[config.mk]
export PLATFORM = sky130hd
export DESIGN_NAME = mrcs_top
export DESIGN_NICKNAME = d
export VERILOG_FILES = /design/src/pkg/mrcs_pkg.sv /design/src/logic/mrcs_top.sv /design/src/logic/mrcs_pin_sync.sv
export SDC_FILE = /design/constraint.sdc
export NUM_CORES = 1
export LEC_CHECK = 0
export BUFFER_PORTS_ARGS = -buffer_cell sky130_fd_sc_hd__buf_2
export CORE_MARGIN = 1.5
export CORE_UTILIZATION = 45
export DETAILED_ROUTE_END_ITERATION = 6
export PLACE_DENSITY = 0.76
export SLEW_MARGIN = 20
export SYNTH_ARGS = -nofsm -noshare
export SYNTH_HDL_FRONTEND = slang
export SYNTH_SLANG_ARGS = --single-unit
[constraint.sdc]
create_clock -name sys_clk -period 4.3 [get_ports sys_clk]
set_clock_uncertainty 0.1 [all_clocks]
set_input_delay 0.43 -clock sys_clk [delete_from_list [all_inputs] [get_ports sys_clk]]
set_output_delay 0.43 -clock sys_clk [all_outputs]
set_load 0.05 [all_outputs]
[src/pkg/mrcs_pkg.sv]
// constants, types and register map of the meter remote command state block
// assumes one 20 MHz clock, an APB master and active-high bus pin levels
package mrcs_pkg;
   // apb map
   localparam logic [7:0] REG_CTRL = 8'h00;
   localparam logic [7:0] REG_MEAS = 8'h04;
   localparam logic [7:0] REG_STATE = 8'h08;
   // ctrl fields
   localparam int CTRL_ADDR_LSB = 0;
   localparam int ADDR_W = 5;
   localparam logic [4:0] ADDR_RST = 5'h0d;
   // meas fields
   localparam int MEAS_STAT_LSB = 0;
   localparam int MEAS_ARNG_LSB = 8;
   localparam logic [7:0] STAT_CHAR_RST = 8'h30;
   // state fields
   localparam int ST_LSTN = 0;
   localparam int ST_TALK = 1;
   localparam int ST_HOLD = 2;
   localparam int ST_REM = 3;
   localparam int ST_CLR = 4;
   localparam int ST_SETTLE = 5;
   localparam int ST_MODE_LSB = 6;
   localparam int ST_RANGE_LSB = 8;
   localparam int ST_SEQ_LSB = 16;
   localparam int ST_PMODE_LSB = 24;
   localparam int ST_PRANGE_LSB = 28;
   // bus commands, seven bit, sent with attention
   localparam logic [6:0] CMD_DCL = 7'h14;
   localparam logic [6:0] CMD_SDC = 7'h04;
   localparam logic [6:0] CMD_UNL = 7'h3f;
   localparam logic [6:0] CMD_UNT = 7'h5f;
   localparam logic [1:0] CMD_LAG = 2'h1;
   localparam logic [1:0] CMD_TAG = 2'h2;
   // programming characters
   localparam logic [6:0] CH_MODE_FIRST = 7'h41;
   localparam logic [6:0] CH_MODE_LAST = 7'h44;
   localparam logic [6:0] CH_DIGIT0 = 7'h30;
   localparam logic [3:0] RANGE_MAX_CODE = 4'h5;
   localparam logic [3:0] RANGE_AUTO_CODE = 4'h9;
   localparam logic [3:0] TRIG_HOLD_CODE = 4'h0;
   localparam logic [3:0] TRIG_IMM_CODE = 4'h1;
   localparam logic [3:0] TRIG_SETTLE_CODE = 4'h2;
   // range counter, zero stands for auto
   localparam logic [2:0] RANGE_AUTO = 3'h0;
   localparam logic [2:0] RANGE_ARST = 3'h1;
   // output characters
   localparam logic [7:0] MODE_CHAR_BASE = 8'h41;
   localparam logic [7:0] RANGE_CHAR_BASE = 8'h30;
   // clear pulse length
   localparam int CLR_PULSE_NS = 200;
   localparam int CLK_PERIOD_NS = 50;
   localparam int CLR_PULSE_CYC = (CLR_PULSE_NS + CLK_PERIOD_NS - 1) / CLK_PERIOD_NS;
   localparam int CLR_CNT_W = 3;

   typedef enum logic [1:0] {
      MODE_WATT = 2'h0,
      MODE_DBM = 2'h1,
      MODE_DBREL = 2'h2,
      MODE_DBREF = 2'h3
   } mrcs_mode_t;

   typedef enum logic [1:0] {
      POS_IDLE = 2'h0,
      POS_RANGE = 2'h1,
      POS_TRIG = 2'h2
   } mrcs_pos_t;

   // start is sequencer address 000 (octal)
   typedef enum logic [6:0] {
      SEQ_START = 7'h01,
      SEQ_LR_WAIT = 7'h02,
      SEQ_REM_INIT = 7'h04,
      SEQ_TALK_WAIT = 7'h08,
      SEQ_SEND_STAT = 7'h10,
      SEQ_SEND_RANGE = 7'h20,
      SEQ_SEND_MODE = 7'h40
   } mrcs_seq_t;
endpackage

[src/logic/mrcs_top.sv]
// remote command state of a power meter on an instrument bus
// assumes active-high pin levels, apb master on sys_clk
//
// The implementer's own choices: the register addresses and register access over APB.
module mrcs_top #(
   parameter logic [4:0] BUS_ADDR_RST = mrcs_pkg::ADDR_RST
) (
   // clock and reset
   input wire logic sys_clk,
   input wire logic sys_rst,
   // apb slave
   input wire logic [7:0] paddr,
   input wire logic psel,
   input wire logic penable,
   input wire logic pwrite,
   input wire logic [31:0] pwdata,
   output logic [31:0] prdata,
   output logic pready,
   output logic pslverr,
   // bus pins from controller
   input wire logic [7:0] bus_dio_i,
   input wire logic bus_atn_i,
   input wire logic bus_dav_i,
   input wire logic bus_ack_i,
   // bus pins to controller
   output logic [7:0] bus_dio_o,
   output logic bus_dio_oe,
   output logic bus_dav_o,
   output logic bus_dav_oe,
   output logic bus_rxack_o,
   // meter state
   output logic clear_init_pulse,
   output logic listener_addressed_flag,
   output logic meas_hold,
   output logic [1:0] active_mode,
   output logic [2:0] range_count
);
   // synchronised pins
   logic [7:0] dio_s;
   logic atn_s, dav_s, ack_s;

   mrcs_pin_sync #(.WIDTH(11)) u_sync (
      .sys_clk(sys_clk),
      .sys_rst(sys_rst),
      .pin_i({bus_atn_i, bus_dav_i, bus_ack_i, bus_dio_i}),
      .level_o({atn_s, dav_s, ack_s, dio_s})
   );

   // state
   logic dav_prev_r, rxack_r, listen_r, talk_r, remote_r, hold_r, settle_r, tx_dav_r;
   logic [mrcs_pkg::CLR_CNT_W-1:0] clr_cnt_r;
   mrcs_pkg::mrcs_mode_t prog_mode_r, mode_r;
   logic [2:0] prog_range_r, range_r, auto_range_r;
   mrcs_pkg::mrcs_pos_t pos_r;
   mrcs_pkg::mrcs_seq_t seq_r;
   logic [7:0] tx_dio_r, stat_char_r;
   logic [4:0] addr_r;
   logic [31:0] prdata_r;

   // decoding helpers
   function automatic logic is_clear(input logic [6:0] c, input logic lstn);
      is_clear = (c == mrcs_pkg::CMD_DCL) || ((c == mrcs_pkg::CMD_SDC) && lstn);
   endfunction

   function automatic logic reg_hit(input logic [7:0] a);
      reg_hit = (a == mrcs_pkg::REG_CTRL) || (a == mrcs_pkg::REG_MEAS) ||
         (a == mrcs_pkg::REG_STATE);
   endfunction

   function automatic logic [3:0] digit_of(input logic [6:0] c);
      logic [6:0] d;
      d = c - mrcs_pkg::CH_DIGIT0;
      digit_of = d[3:0];
   endfunction

   // byte strobes
   logic byte_stb, cmd_stb, data_stb, clr_start, clr_busy, is_digit, own_listen, own_talk;
   logic trig_go, rem_enter, tx_done, tx_load, sending;
   logic [6:0] ch;
   logic [3:0] dig;
   logic [7:0] tx_char;

   assign byte_stb = dav_s && !dav_prev_r;
   assign cmd_stb = byte_stb && atn_s;
   assign data_stb = byte_stb && !atn_s && listen_r;
   assign ch = dio_s[6:0];
   assign clr_start = cmd_stb && is_clear(ch, listen_r);
   assign clr_busy = clr_start || (clr_cnt_r != '0);
   assign own_listen = (ch == {mrcs_pkg::CMD_LAG, addr_r});
   assign own_talk = (ch == {mrcs_pkg::CMD_TAG, addr_r});
   assign is_digit = (ch >= mrcs_pkg::CH_DIGIT0) && (ch <= mrcs_pkg::CH_DIGIT0 + 7'h09);
   assign dig = digit_of(ch);

   always_ff @(posedge sys_clk or posedge sys_rst) begin
      if (sys_rst) begin
         dav_prev_r <= 1'b0;
         rxack_r <= 1'b0;
      end else begin
         dav_prev_r <= dav_s;
         rxack_r <= dav_s;
      end
   end

   // addressing
   always_ff @(posedge sys_clk or posedge sys_rst) begin
      if (sys_rst) begin
         listen_r <= 1'b0;
      end else if (cmd_stb) begin
         if (own_listen) begin
            listen_r <= 1'b1;
         end else if (own_talk || ch == mrcs_pkg::CMD_UNL) begin
            listen_r <= 1'b0;
         end
      end
   end

   always_ff @(posedge sys_clk or posedge sys_rst) begin
      if (sys_rst) begin
         talk_r <= 1'b0;
      end else if (cmd_stb) begin
         if (own_talk) begin
            talk_r <= 1'b1;
         end else if (ch[6:5] == mrcs_pkg::CMD_TAG || ch == mrcs_pkg::CMD_UNT) begin
            talk_r <= 1'b0;
         end
      end
   end

   // power cycling alone returns to local
   always_ff @(posedge sys_clk or posedge sys_rst) begin
      if (sys_rst) begin
         remote_r <= 1'b0;
      end else if (cmd_stb && own_listen) begin
         remote_r <= 1'b1;
      end
   end

   // clear pulse
   always_ff @(posedge sys_clk or posedge sys_rst) begin
      if (sys_rst) begin
         clr_cnt_r <= '0;
      end else if (clr_start) begin
         clr_cnt_r <= mrcs_pkg::CLR_CNT_W'(mrcs_pkg::CLR_PULSE_CYC);
      end else if (clr_cnt_r != '0) begin
         clr_cnt_r <= clr_cnt_r - 1'b1;
      end
   end

   // programming string parser
   always_ff @(posedge sys_clk or posedge sys_rst) begin
      if (sys_rst) begin
         prog_mode_r <= mrcs_pkg::MODE_WATT;
         prog_range_r <= mrcs_pkg::RANGE_AUTO;
         pos_r <= mrcs_pkg::POS_IDLE;
      end else if (clr_start) begin
         prog_mode_r <= mrcs_pkg::MODE_WATT;
         prog_range_r <= mrcs_pkg::RANGE_AUTO;
         pos_r <= mrcs_pkg::POS_IDLE;
      end else if (data_stb) begin
         if (ch >= mrcs_pkg::CH_MODE_FIRST && ch <= mrcs_pkg::CH_MODE_LAST) begin
            prog_mode_r <= mrcs_pkg::mrcs_mode_t'(2'(ch - mrcs_pkg::CH_MODE_FIRST));
            pos_r <= mrcs_pkg::POS_RANGE;
         end else if (is_digit && pos_r == mrcs_pkg::POS_RANGE) begin
            if (dig == mrcs_pkg::RANGE_AUTO_CODE) begin
               prog_range_r <= mrcs_pkg::RANGE_AUTO;
            end else if (dig != 4'h0 && dig <= mrcs_pkg::RANGE_MAX_CODE) begin
               prog_range_r <= dig[2:0];
            end
            pos_r <= mrcs_pkg::POS_TRIG;
         end else begin
            pos_r <= mrcs_pkg::POS_IDLE;
         end
      end
   end

   assign trig_go = data_stb && is_digit && pos_r == mrcs_pkg::POS_TRIG &&
      (dig == mrcs_pkg::TRIG_IMM_CODE || dig == mrcs_pkg::TRIG_SETTLE_CODE);
   assign rem_enter = (seq_r == mrcs_pkg::SEQ_LR_WAIT) && !hold_r && remote_r && !clr_busy;

   // measurement hold, released only by a trigger
   always_ff @(posedge sys_clk or posedge sys_rst) begin
      if (sys_rst) begin
         hold_r <= 1'b1;
      end else if (clr_start) begin
         hold_r <= 1'b1;
      end else if (trig_go) begin
         hold_r <= 1'b0;
      end else if (data_stb && is_digit && pos_r == mrcs_pkg::POS_TRIG &&
                   dig == mrcs_pkg::TRIG_HOLD_CODE) begin
         hold_r <= 1'b1;
      end else if (rem_enter) begin
         hold_r <= 1'b1;
      end
   end

   always_ff @(posedge sys_clk or posedge sys_rst) begin
      if (sys_rst) begin
         settle_r <= 1'b0;
      end else if (clr_start) begin
         settle_r <= 1'b0;
      end else if (trig_go) begin
         settle_r <= (dig == mrcs_pkg::TRIG_SETTLE_CODE);
      end
   end

   // active mode and range counter
   always_ff @(posedge sys_clk or posedge sys_rst) begin
      if (sys_rst) begin
         mode_r <= mrcs_pkg::MODE_WATT;
         range_r <= mrcs_pkg::RANGE_ARST;
      end else if (clr_start) begin
         mode_r <= mrcs_pkg::MODE_WATT;
         range_r <= auto_range_r;
      end else if (seq_r == mrcs_pkg::SEQ_REM_INIT) begin
         mode_r <= prog_mode_r;
         range_r <= (prog_range_r == mrcs_pkg::RANGE_AUTO) ? auto_range_r : prog_range_r;
      end
   end

   // sequencer
   assign tx_done = tx_dav_r && ack_s;
   assign sending = (seq_r == mrcs_pkg::SEQ_SEND_STAT) ||
      (seq_r == mrcs_pkg::SEQ_SEND_RANGE) || (seq_r == mrcs_pkg::SEQ_SEND_MODE);

   always_ff @(posedge sys_clk or posedge sys_rst) begin
      if (sys_rst) begin
         seq_r <= mrcs_pkg::SEQ_LR_WAIT;
      end else if (clr_busy) begin
         seq_r <= mrcs_pkg::SEQ_START;
      end else begin
         case (seq_r)
            mrcs_pkg::SEQ_START: begin
               seq_r <= mrcs_pkg::SEQ_LR_WAIT;
            end
            mrcs_pkg::SEQ_LR_WAIT: begin
               if (rem_enter) begin
                  seq_r <= mrcs_pkg::SEQ_REM_INIT;
               end
            end
            mrcs_pkg::SEQ_REM_INIT: begin
               seq_r <= mrcs_pkg::SEQ_TALK_WAIT;
            end
            mrcs_pkg::SEQ_TALK_WAIT: begin
               if (talk_r) begin
                  seq_r <= mrcs_pkg::SEQ_SEND_STAT;
               end
            end
            mrcs_pkg::SEQ_SEND_STAT: begin
               if (tx_done) begin
                  seq_r <= mrcs_pkg::SEQ_SEND_RANGE;
               end
            end
            mrcs_pkg::SEQ_SEND_RANGE: begin
               if (tx_done) begin
                  seq_r <= mrcs_pkg::SEQ_SEND_MODE;
               end
            end
            mrcs_pkg::SEQ_SEND_MODE: begin
               if (tx_done) begin
                  seq_r <= mrcs_pkg::SEQ_LR_WAIT;
               end
            end
            default: begin
               seq_r <= mrcs_pkg::SEQ_START;
            end
         endcase
      end
   end

   // talk characters
   always_comb begin
      case (seq_r)
         mrcs_pkg::SEQ_SEND_STAT: tx_char = stat_char_r;
         mrcs_pkg::SEQ_SEND_RANGE: tx_char = mrcs_pkg::RANGE_CHAR_BASE + {5'h00, range_r};
         mrcs_pkg::SEQ_SEND_MODE: tx_char = mrcs_pkg::MODE_CHAR_BASE + {6'h00, mode_r};
         default: tx_char = 8'h00;
      endcase
   end

   assign tx_load = sending && talk_r && !atn_s && !ack_s && !tx_dav_r;

   always_ff @(posedge sys_clk or posedge sys_rst) begin
      if (sys_rst) begin
         tx_dav_r <= 1'b0;
         tx_dio_r <= 8'h00;
      end else if (clr_busy) begin
         tx_dav_r <= 1'b0;
      end else if (tx_done) begin
         tx_dav_r <= 1'b0;
      end else if (tx_load) begin
         tx_dav_r <= 1'b1;
         tx_dio_r <= tx_char;
      end
   end

   // apb registers
   logic wr_en, setup;
   logic [31:0] state_word;

   assign wr_en = psel && penable && pwrite;
   assign setup = psel && !penable;

   always_ff @(posedge sys_clk or posedge sys_rst) begin
      if (sys_rst) begin
         addr_r <= BUS_ADDR_RST;
      end else if (wr_en && paddr == mrcs_pkg::REG_CTRL) begin
         addr_r <= pwdata[mrcs_pkg::CTRL_ADDR_LSB +: mrcs_pkg::ADDR_W];
      end
   end

   always_ff @(posedge sys_clk or posedge sys_rst) begin
      if (sys_rst) begin
         stat_char_r <= mrcs_pkg::STAT_CHAR_RST;
         auto_range_r <= mrcs_pkg::RANGE_ARST;
      end else if (wr_en && paddr == mrcs_pkg::REG_MEAS) begin
         stat_char_r <= pwdata[mrcs_pkg::MEAS_STAT_LSB +: 8];
         auto_range_r <= pwdata[mrcs_pkg::MEAS_ARNG_LSB +: 3];
      end
   end

   always_comb begin
      state_word = 32'h0000_0000;
      state_word[mrcs_pkg::ST_LSTN] = listen_r;
      state_word[mrcs_pkg::ST_TALK] = talk_r;
      state_word[mrcs_pkg::ST_HOLD] = hold_r;
      state_word[mrcs_pkg::ST_REM] = remote_r;
      state_word[mrcs_pkg::ST_CLR] = (clr_cnt_r != '0);
      state_word[mrcs_pkg::ST_SETTLE] = settle_r;
      state_word[mrcs_pkg::ST_MODE_LSB +: 2] = mode_r;
      state_word[mrcs_pkg::ST_RANGE_LSB +: 3] = range_r;
      state_word[mrcs_pkg::ST_SEQ_LSB +: 7] = seq_r;
      state_word[mrcs_pkg::ST_PMODE_LSB +: 2] = prog_mode_r;
      state_word[mrcs_pkg::ST_PRANGE_LSB +: 3] = prog_range_r;
   end

   // read data captured in the setup cycle
   always_ff @(posedge sys_clk or posedge sys_rst) begin
      if (sys_rst) begin
         prdata_r <= 32'h0000_0000;
      end else if (setup) begin
         case (paddr)
            mrcs_pkg::REG_CTRL: prdata_r <= {27'h0, addr_r};
            mrcs_pkg::REG_MEAS: prdata_r <= {21'h0, auto_range_r, stat_char_r};
            mrcs_pkg::REG_STATE: prdata_r <= state_word;
            default: prdata_r <= 32'h0000_0000;
         endcase
      end
   end

   assign prdata = prdata_r;
   assign pready = 1'b1;
   assign pslverr = psel && penable && !reg_hit(paddr);

   // pins and state outputs
   assign bus_dio_o = tx_dio_r;
   assign bus_dav_o = tx_dav_r;
   assign bus_dio_oe = talk_r && !atn_s;
   assign bus_dav_oe = talk_r && !atn_s;
   assign bus_rxack_o = rxack_r;
   assign clear_init_pulse = (clr_cnt_r != '0);
   assign listener_addressed_flag = listen_r;
   assign meas_hold = hold_r;
   assign active_mode = mode_r;
   assign range_count = range_r;
endmodule

[src/logic/mrcs_pin_sync.sv]
// three-stage synchroniser with agreement filter for bus pins
// assumes pins are asynchronous to sys_clk
module mrcs_pin_sync #(
   parameter int WIDTH = 1
) (
   // clock and reset
   input wire logic sys_clk,
   input wire logic sys_rst,
   // pins and filtered levels
   input wire logic [WIDTH-1:0] pin_i,
   output logic [WIDTH-1:0] level_o
);
   logic [WIDTH-1:0] s1_r;
   logic [WIDTH-1:0] s2_r;
   logic [WIDTH-1:0] s3_r;

   always_ff @(posedge sys_clk or posedge sys_rst) begin
      if (sys_rst) begin
         s1_r <= '0;
         s2_r <= '0;
         s3_r <= '0;
      end else begin
         s1_r <= pin_i;
         s2_r <= s1_r;
         s3_r <= s2_r;
      end
   end

   // a bit changes once stages two and three agree
   genvar i;
   generate
      for (i = 0; i < WIDTH; i++) begin : g_bit
         always_ff @(posedge sys_clk or posedge sys_rst) begin
            if (sys_rst) begin
               level_o[i] <= 1'b0;
            end else if (s2_r[i] == s3_r[i]) begin
               level_o[i] <= s3_r[i];
            end
         end
      end
   endgenerate
endmodule

After elaboration in Yosys (flattened, before gate mapping):

Cells that the tools add are included.

* equal/unequal tests: 37
* add/subtract/negate cells: 5
* reduce and logical (&&, ||, !) cells: 69
* magnitude comparators: 5
* bitwise operators: 2
* mux-type cells: 42

Operators by type and width (count)
* $pmux 31 s3: 1
* $pmux 7 s7: 1
* $mux 7: 6
* $mux 3: 11
* $logic_and 1x1->1: 30
* $pmux 8 s3: 1
* $mux 2: 9
* $reduce_bool 2->1: 8
* $ne 3x3->1 const B: 5
* $eq 7x3->1 const B: 2
* $eq 7x5->1 const B: 2
* $eq 7x6->1 const B: 2
* $eq 7x7->1 const B: 2
* $mux 1: 13
* $eq 1x1->1: 10
* $logic_or 1x1->1: 9
* $reduce_bool 3->1: 3
* $add 7x2->8 const A: 1
* $eq 8x3->1 const B: 1
* $eq 8x4->1 const B: 1
* $logic_not 1->1: 8
* $logic_not 8->1: 1
* $reduce_bool 4->1: 2
* $add 6x3->7 const A: 1
* 26 further kinds: 30

* output and inout bits: 54
* logic and storage cells: 192
* input bits: 56
* bits in registers: 128

Logic depth before layout (Yosys ltp):

* depth after elaboration: 11
* gate-level depth with buffers: 9
* depth with buffers taken out: 8

Hierarchy:

A second synthesis with hierarchy kept.

* cells, all modules: 440
* area total of the unflattened synthesis: 5233.8 um^2

Modules (own cells, without submodules)
* mrcs_top: cells each 384, area each 4005.1 um^2, instances 1, seq. area each 1913.1 um^2
* mrcs_pin_sync: cells each 56, area each 1228.7 um^2, instances 1, seq. area each 1101.1 um^2

Worst setup path after synthesis:

Ideal clock, no wire load.

* path type: register to register
* from: reg u_sync.level_o[0]
* to: reg pos_r[1]
* arrival: 2132 ps
* required time: 4078 ps
* path buffers: 2
* setup slack: 1947 ps
* period minus slack after synthesis: 2353 ps
* library setup time: 122 ps
* cell stages (with the launch flop): 8
* cell sequence: dfrtp_1 > clkbuf_1 > inv_1 > ha_1 > or4b_1 > or3_1 > clkbuf_1 > a32o_1

* cells in the longest elaborated chain, start to end: 7
* elaborated cells on any way between the ends: 17
* classes of those cells: order compare: 4; eq/ne: 2; mux: 4; reduce/logical: 7

Ends and longest elaborated chain
* from (decl): RTL line mrcs_pin_sync.sv:11 `output logic [WIDTH-1:0] level_o`
* from (signal, indexed assignment): RTL line mrcs_pin_sync.sv:37 `level_o[i] <= s3_r[i];`
* $ge 7x6->1 / $le 7x6->1 (equally long branches): RTL line mrcs_top.sv:91 `assign is_digit = (ch >= mrcs_pkg::CH_DIGIT0) && (ch <= mrcs_pkg::CH_DIGIT0 + 7'h09);`
* $logic_and 1x1->1: RTL line mrcs_top.sv:91
* $logic_and 1x1->1: RTL line mrcs_top.sv:163 `end else if (is_digit && pos_r == mrcs_pkg::POS_RANGE) begin`
* $mux 2: RTL line mrcs_top.sv:163
* $mux 2: RTL line mrcs_top.sv:160 `if (ch >= mrcs_pkg::CH_MODE_FIRST && ch <= mrcs_pkg::CH_MODE_LAST) begin`
* $mux 2: RTL line mrcs_top.sv:159 `end else if (data_stb) begin`
* $mux 2: RTL line mrcs_top.sv:155 `end else if (clr_start) begin`
* to (signal assigned): RTL line mrcs_top.sv:154 `pos_r <= mrcs_pkg::POS_IDLE;`
* to (signal assigned): RTL line mrcs_top.sv:158 `pos_r <= mrcs_pkg::POS_IDLE;`
* to (signal assigned): RTL line mrcs_top.sv:162 `pos_r <= mrcs_pkg::POS_RANGE;`
* to (decl): RTL line mrcs_top.sv:54 `mrcs_pkg::mrcs_pos_t pos_r;`

Several ways; a longest one is shown, not always the timed one. The select of a mux whose other input is x is not followed.
A chain may end at the register's enable or synchronous reset.

Worst setup path after layout:

* from: reg u_sync.level_o[0]
* to: reg tx_dio_r[2], in the netlist bus_dio_o[2]

* cells in the longest elaborated chain, start to end: 7
* elaborated cells on any way between the ends: 8
* classes of those cells: eq/ne: 2; bitwise: 1; reduce/logical: 5

Ends and longest elaborated chain
* $eq 7x3->1: RTL line mrcs_top.sv:62 `is_clear = (c == mrcs_pkg::CMD_DCL) || ((c == mrcs_pkg::CMD_SDC) && lstn);`
* $logic_and 1x1->1: RTL line mrcs_top.sv:62
* $logic_or 1x1->1 (*): RTL line mrcs_top.sv:62
* $logic_and 1x1->1 (*): RTL line mrcs_top.sv:87 `assign clr_start = cmd_stb && is_clear(ch, listen_r);`
* $logic_or 1x1->1 (*): RTL line mrcs_top.sv:88 `assign clr_busy = clr_start || (clr_cnt_r != '0);`
* $not 1->1 (no source line) (*)
* $reduce_and 3->1 (no source line) (*)
* to (signal assigned): RTL line mrcs_top.sv:292 `tx_dio_r <= tx_char;`
* to (decl): RTL line mrcs_top.sv:56 `logic [7:0] tx_dio_r, stat_char_r;`

Mark *: on every way between the ends. The rest lies on a longest branch, timed or not.

==> impl_metrics.json <==
{
  "status": "completed",
  "cp-end-kind": "flip-flop",
  "worstPathBufferInverterCount": 1,
  "first_global_vias": 3685,
  "drt-total-wl_mm": 11.0,
  "cts.sinks": 116,
  "netlist_top_cells_count": "107 x dfrtp_1, 45 x nand2_1, 30 x o21ai_0, 26 x nor2_1",
  "vdd_drop_max_mv": 0.267,
  "drive_gt1_share_pct": 27.5,
  "rows": 38,
  "cts.path.max_buffers": 2,
  "setup_tns_ps": 0,
  "syn_to_final_growth_pct": 21.9,
  "slowest_stage": "or3_1",
  "yosysTopAreaCell": "dfrtp_1",
  "cts_resized": 0,
  "grt_antenna_before_repair": 0,
  "async_reset_ff_share_pct": 100,
  "ys.flop_type": "dfrtp_1",
  "grt_max_degree": 55,
  "min_period_ps": 2920,
  "io_buffers": 77,
  "fp.dieW_um": 109,
  "crit_fanout": 16,
  "synth_area_um2": 5050,
  "hpwl_mm": 7.67,
  "crit_required_ps": 4560,
  "rsz0062_at_grt": "false",
  "vias": 3665,
  "via_per_inst": 5.40,
  "cp-start-kind": "flip-flop",
  "synth-edff-count": 0,
  "arrival_ps": 3180,
  "diodes": 0,
  "power_density_nw_per_um2": 461,
  "final-max-slew-violation-count": 0,
  "cts_root_buffer": "clkbuf_8",
  "yosysUniqueCellTypes": 59,
  "start_util_pct": 46.4,
  "holdWs_ps": 60.0,
  "cts_post_setup_buffers_inserted": 0,
  "yosysSeqAreaShare_pct": 57.7,
  "detail_route.wl_per_cell_um": 16.3,
  "synth.avg_cell_area_um2": 11.4,
  "drv_cap": 0,
  "crit_type": "reg2reg",
  "drc": 0,
  "cp_cell_sequence": "inv_1, ha_1, or4b_1, or3_1, nand4_1, o21ai_0",
  "postCtsHoldBufs": 11,
  "p_leak_nw": 2.88,
  "numCtsBuffers": 17,
  "hold_viol_final": 0,
  "ys_ff_latch": 116,
  "final_net_count": 590,
  "slowest_delay_ps": 570,
  "crit_family": "simple AND/OR/NAND/NOR gates",
  "dpl.cell_count": 636,
  "core-area_um2": 10900,
  "synth_area_leaders": "dfrtp_1 53%, dfstp_2 4.7%, mux2_2 3.6%",
  "tritoncts": "built",
  "finalCritPeriodShare_pct": 67.8,
  "clkTransAtPathRegs_ps": 60,
  "hold_class": "in2reg",
  "synth_top_area_share_pct": 53.0,
  "ant_nets": 0,
  "yosys_warnings": 0,
  "die_area_um2": 11900,
  "firstDrtPassIters": 4,
  "num_io_pins": 110,
  "drt_iter0_markers": 202,
  "clk_latency_ps": 510,
  "setup_violations": 0,
  "gp_congestion": 0.874,
  "fin_cells": 679,
  "htree_levels": 4,
  "yosys.cell_count.top_type": "dfrtp_1",
  "slew_headroom_pct": 39.8,
  "die_h_um": 109,
  "grt_pass1_wl_mm": 17.9,
  "track_usage_pct": 19.8,
  "fmax_ghz": 0.343,
  "overflow": 0,
  "synth_cells": 441,
  "tightest_slew_ps": 896
}
report_power, final:
group / switching (mW) / internal (mW)
Sequential: 0.0629 / 1.15
Clock: 0.490 / 0.816
Combinational: 0.201 / 0.115
flip-flops by register name, summed over array words and instances (netlist names), 5 cells and up:
register and cells:
stat_char_r 8, u_sync.level_o 10, u_sync.s2_r 10, bus_dio_o 8
u_sync.s1_r 10, addr_r 5, seq_r 7, u_sync.s3_r 10
prdata 23
routing by layer:
layer / routed length, um / part of all wire [%] / vias up / GRT usage [%]
met4: 239 / 2.2 / 0 / 8.27
met5: 0 / 0 / - / 0
met2: 5540 / 50 / 137 / 33.5
met3: 557 / 5.0 / 21 / 4.84
li1: - / - / 1722 / -
met1: 4700 / 43 / 1785 / 24.0
layout by cell type (no fill, tap or decap), types with 6 or more instances in the layout:
cell           netlist  layout
a22oi_1              9       9
a22o_1              12      12
a21oi_1             13      13
o31ai_1              9       9
maj3_1              10      10
o21ai_0             30      30
mux2_2              16      16
nor2_1              26      26
dfstp_2              9       9
nand3_1             11      11
clkinvlp_4           0       6
nor2b_1              8       8
conb_1               2      10
nand2_1             45      45
mux2i_1             12      12
buf_2                3      77
clkbuf_16            0      16
nor4_1               6       6
ha_1                 8       8
dfrtp_1            107     107
inv_1                9       8
dlygate4sd3_1        0      11
final timing paths:
check,from,endpoint,slack (ps),depth (start not counted)
hold reg to reg,u_sync.s1_r[5]$_DFF_PP0_,u_sync.s2_r[5]$_DFF_PP0_,250,0
hold / removal,pwdata[9],auto_range_r[1]$_DFFE_PP0P_,60,2
max in group asynchronous,sys_rst,auto_range_r[0]$_DFFE_PP1P_,2710,4
setup reg to reg,u_sync.level_o[0]$_DFFE_PP0N_,bus_dio_o[2]$_DFFE_PP0P_,1380,6
setup / recovery,u_sync.level_o[0]$_DFFE_PP0N_,bus_dio_o[2]$_DFFE_PP0P_,1380,6
min in group asynchronous,sys_rst,u_sync.s3_r[3]$_DFF_PP0_,480,3
kinds of logic (layout without fill, tap and decap cells):
| family | after synthesis | after routing | synth area share (%) |
|---|---|---|---|
| flip-flops | 116 | 116 | 57.7 |
| AND/OR/NAND/NOR | 131 | 131 | 13.4 |
| adder cells (fa/ha/maj) | 18 | 18 | 3.97 |
| buffers and inverters | 42 | 132 | 4.24 |
| AO/OA/AOI/OAI | 94 | 94 | 12.8 |
| XOR/XNOR | 10 | 10 | 1.73 |
| multiplexers | 28 | 28 | 5.95 |
| other | 2 | 10 | 0.149 |
cell type report:
cell class	count	area, um2
sequential	116	2910
clock inverter	14	139
timing repair buffer	91	518
clock buffer	18	418
fill	904	4730
tap	140	175
inverter	9	36.3
multi-input combinational	291	1950
stage by stage:
stage | power, mW | setup WS [ps] | instance area (um2) | util, %
floorplan | 1.47 | 712 | 5080 | -
detailed placement | 1.54 | 1460 | 5480 | 50.4
CTS | 2.85 | 1440 | 6150 | 56.5
global placement | 1.52 | 1560 | 5480 | 50.4
finish | 2.84 | 1380 | 6150 | 56.5
global route | 2.95 | 1250 | 6150 | 56.5
Note: power is estimated with default switching activity, not from simulation.
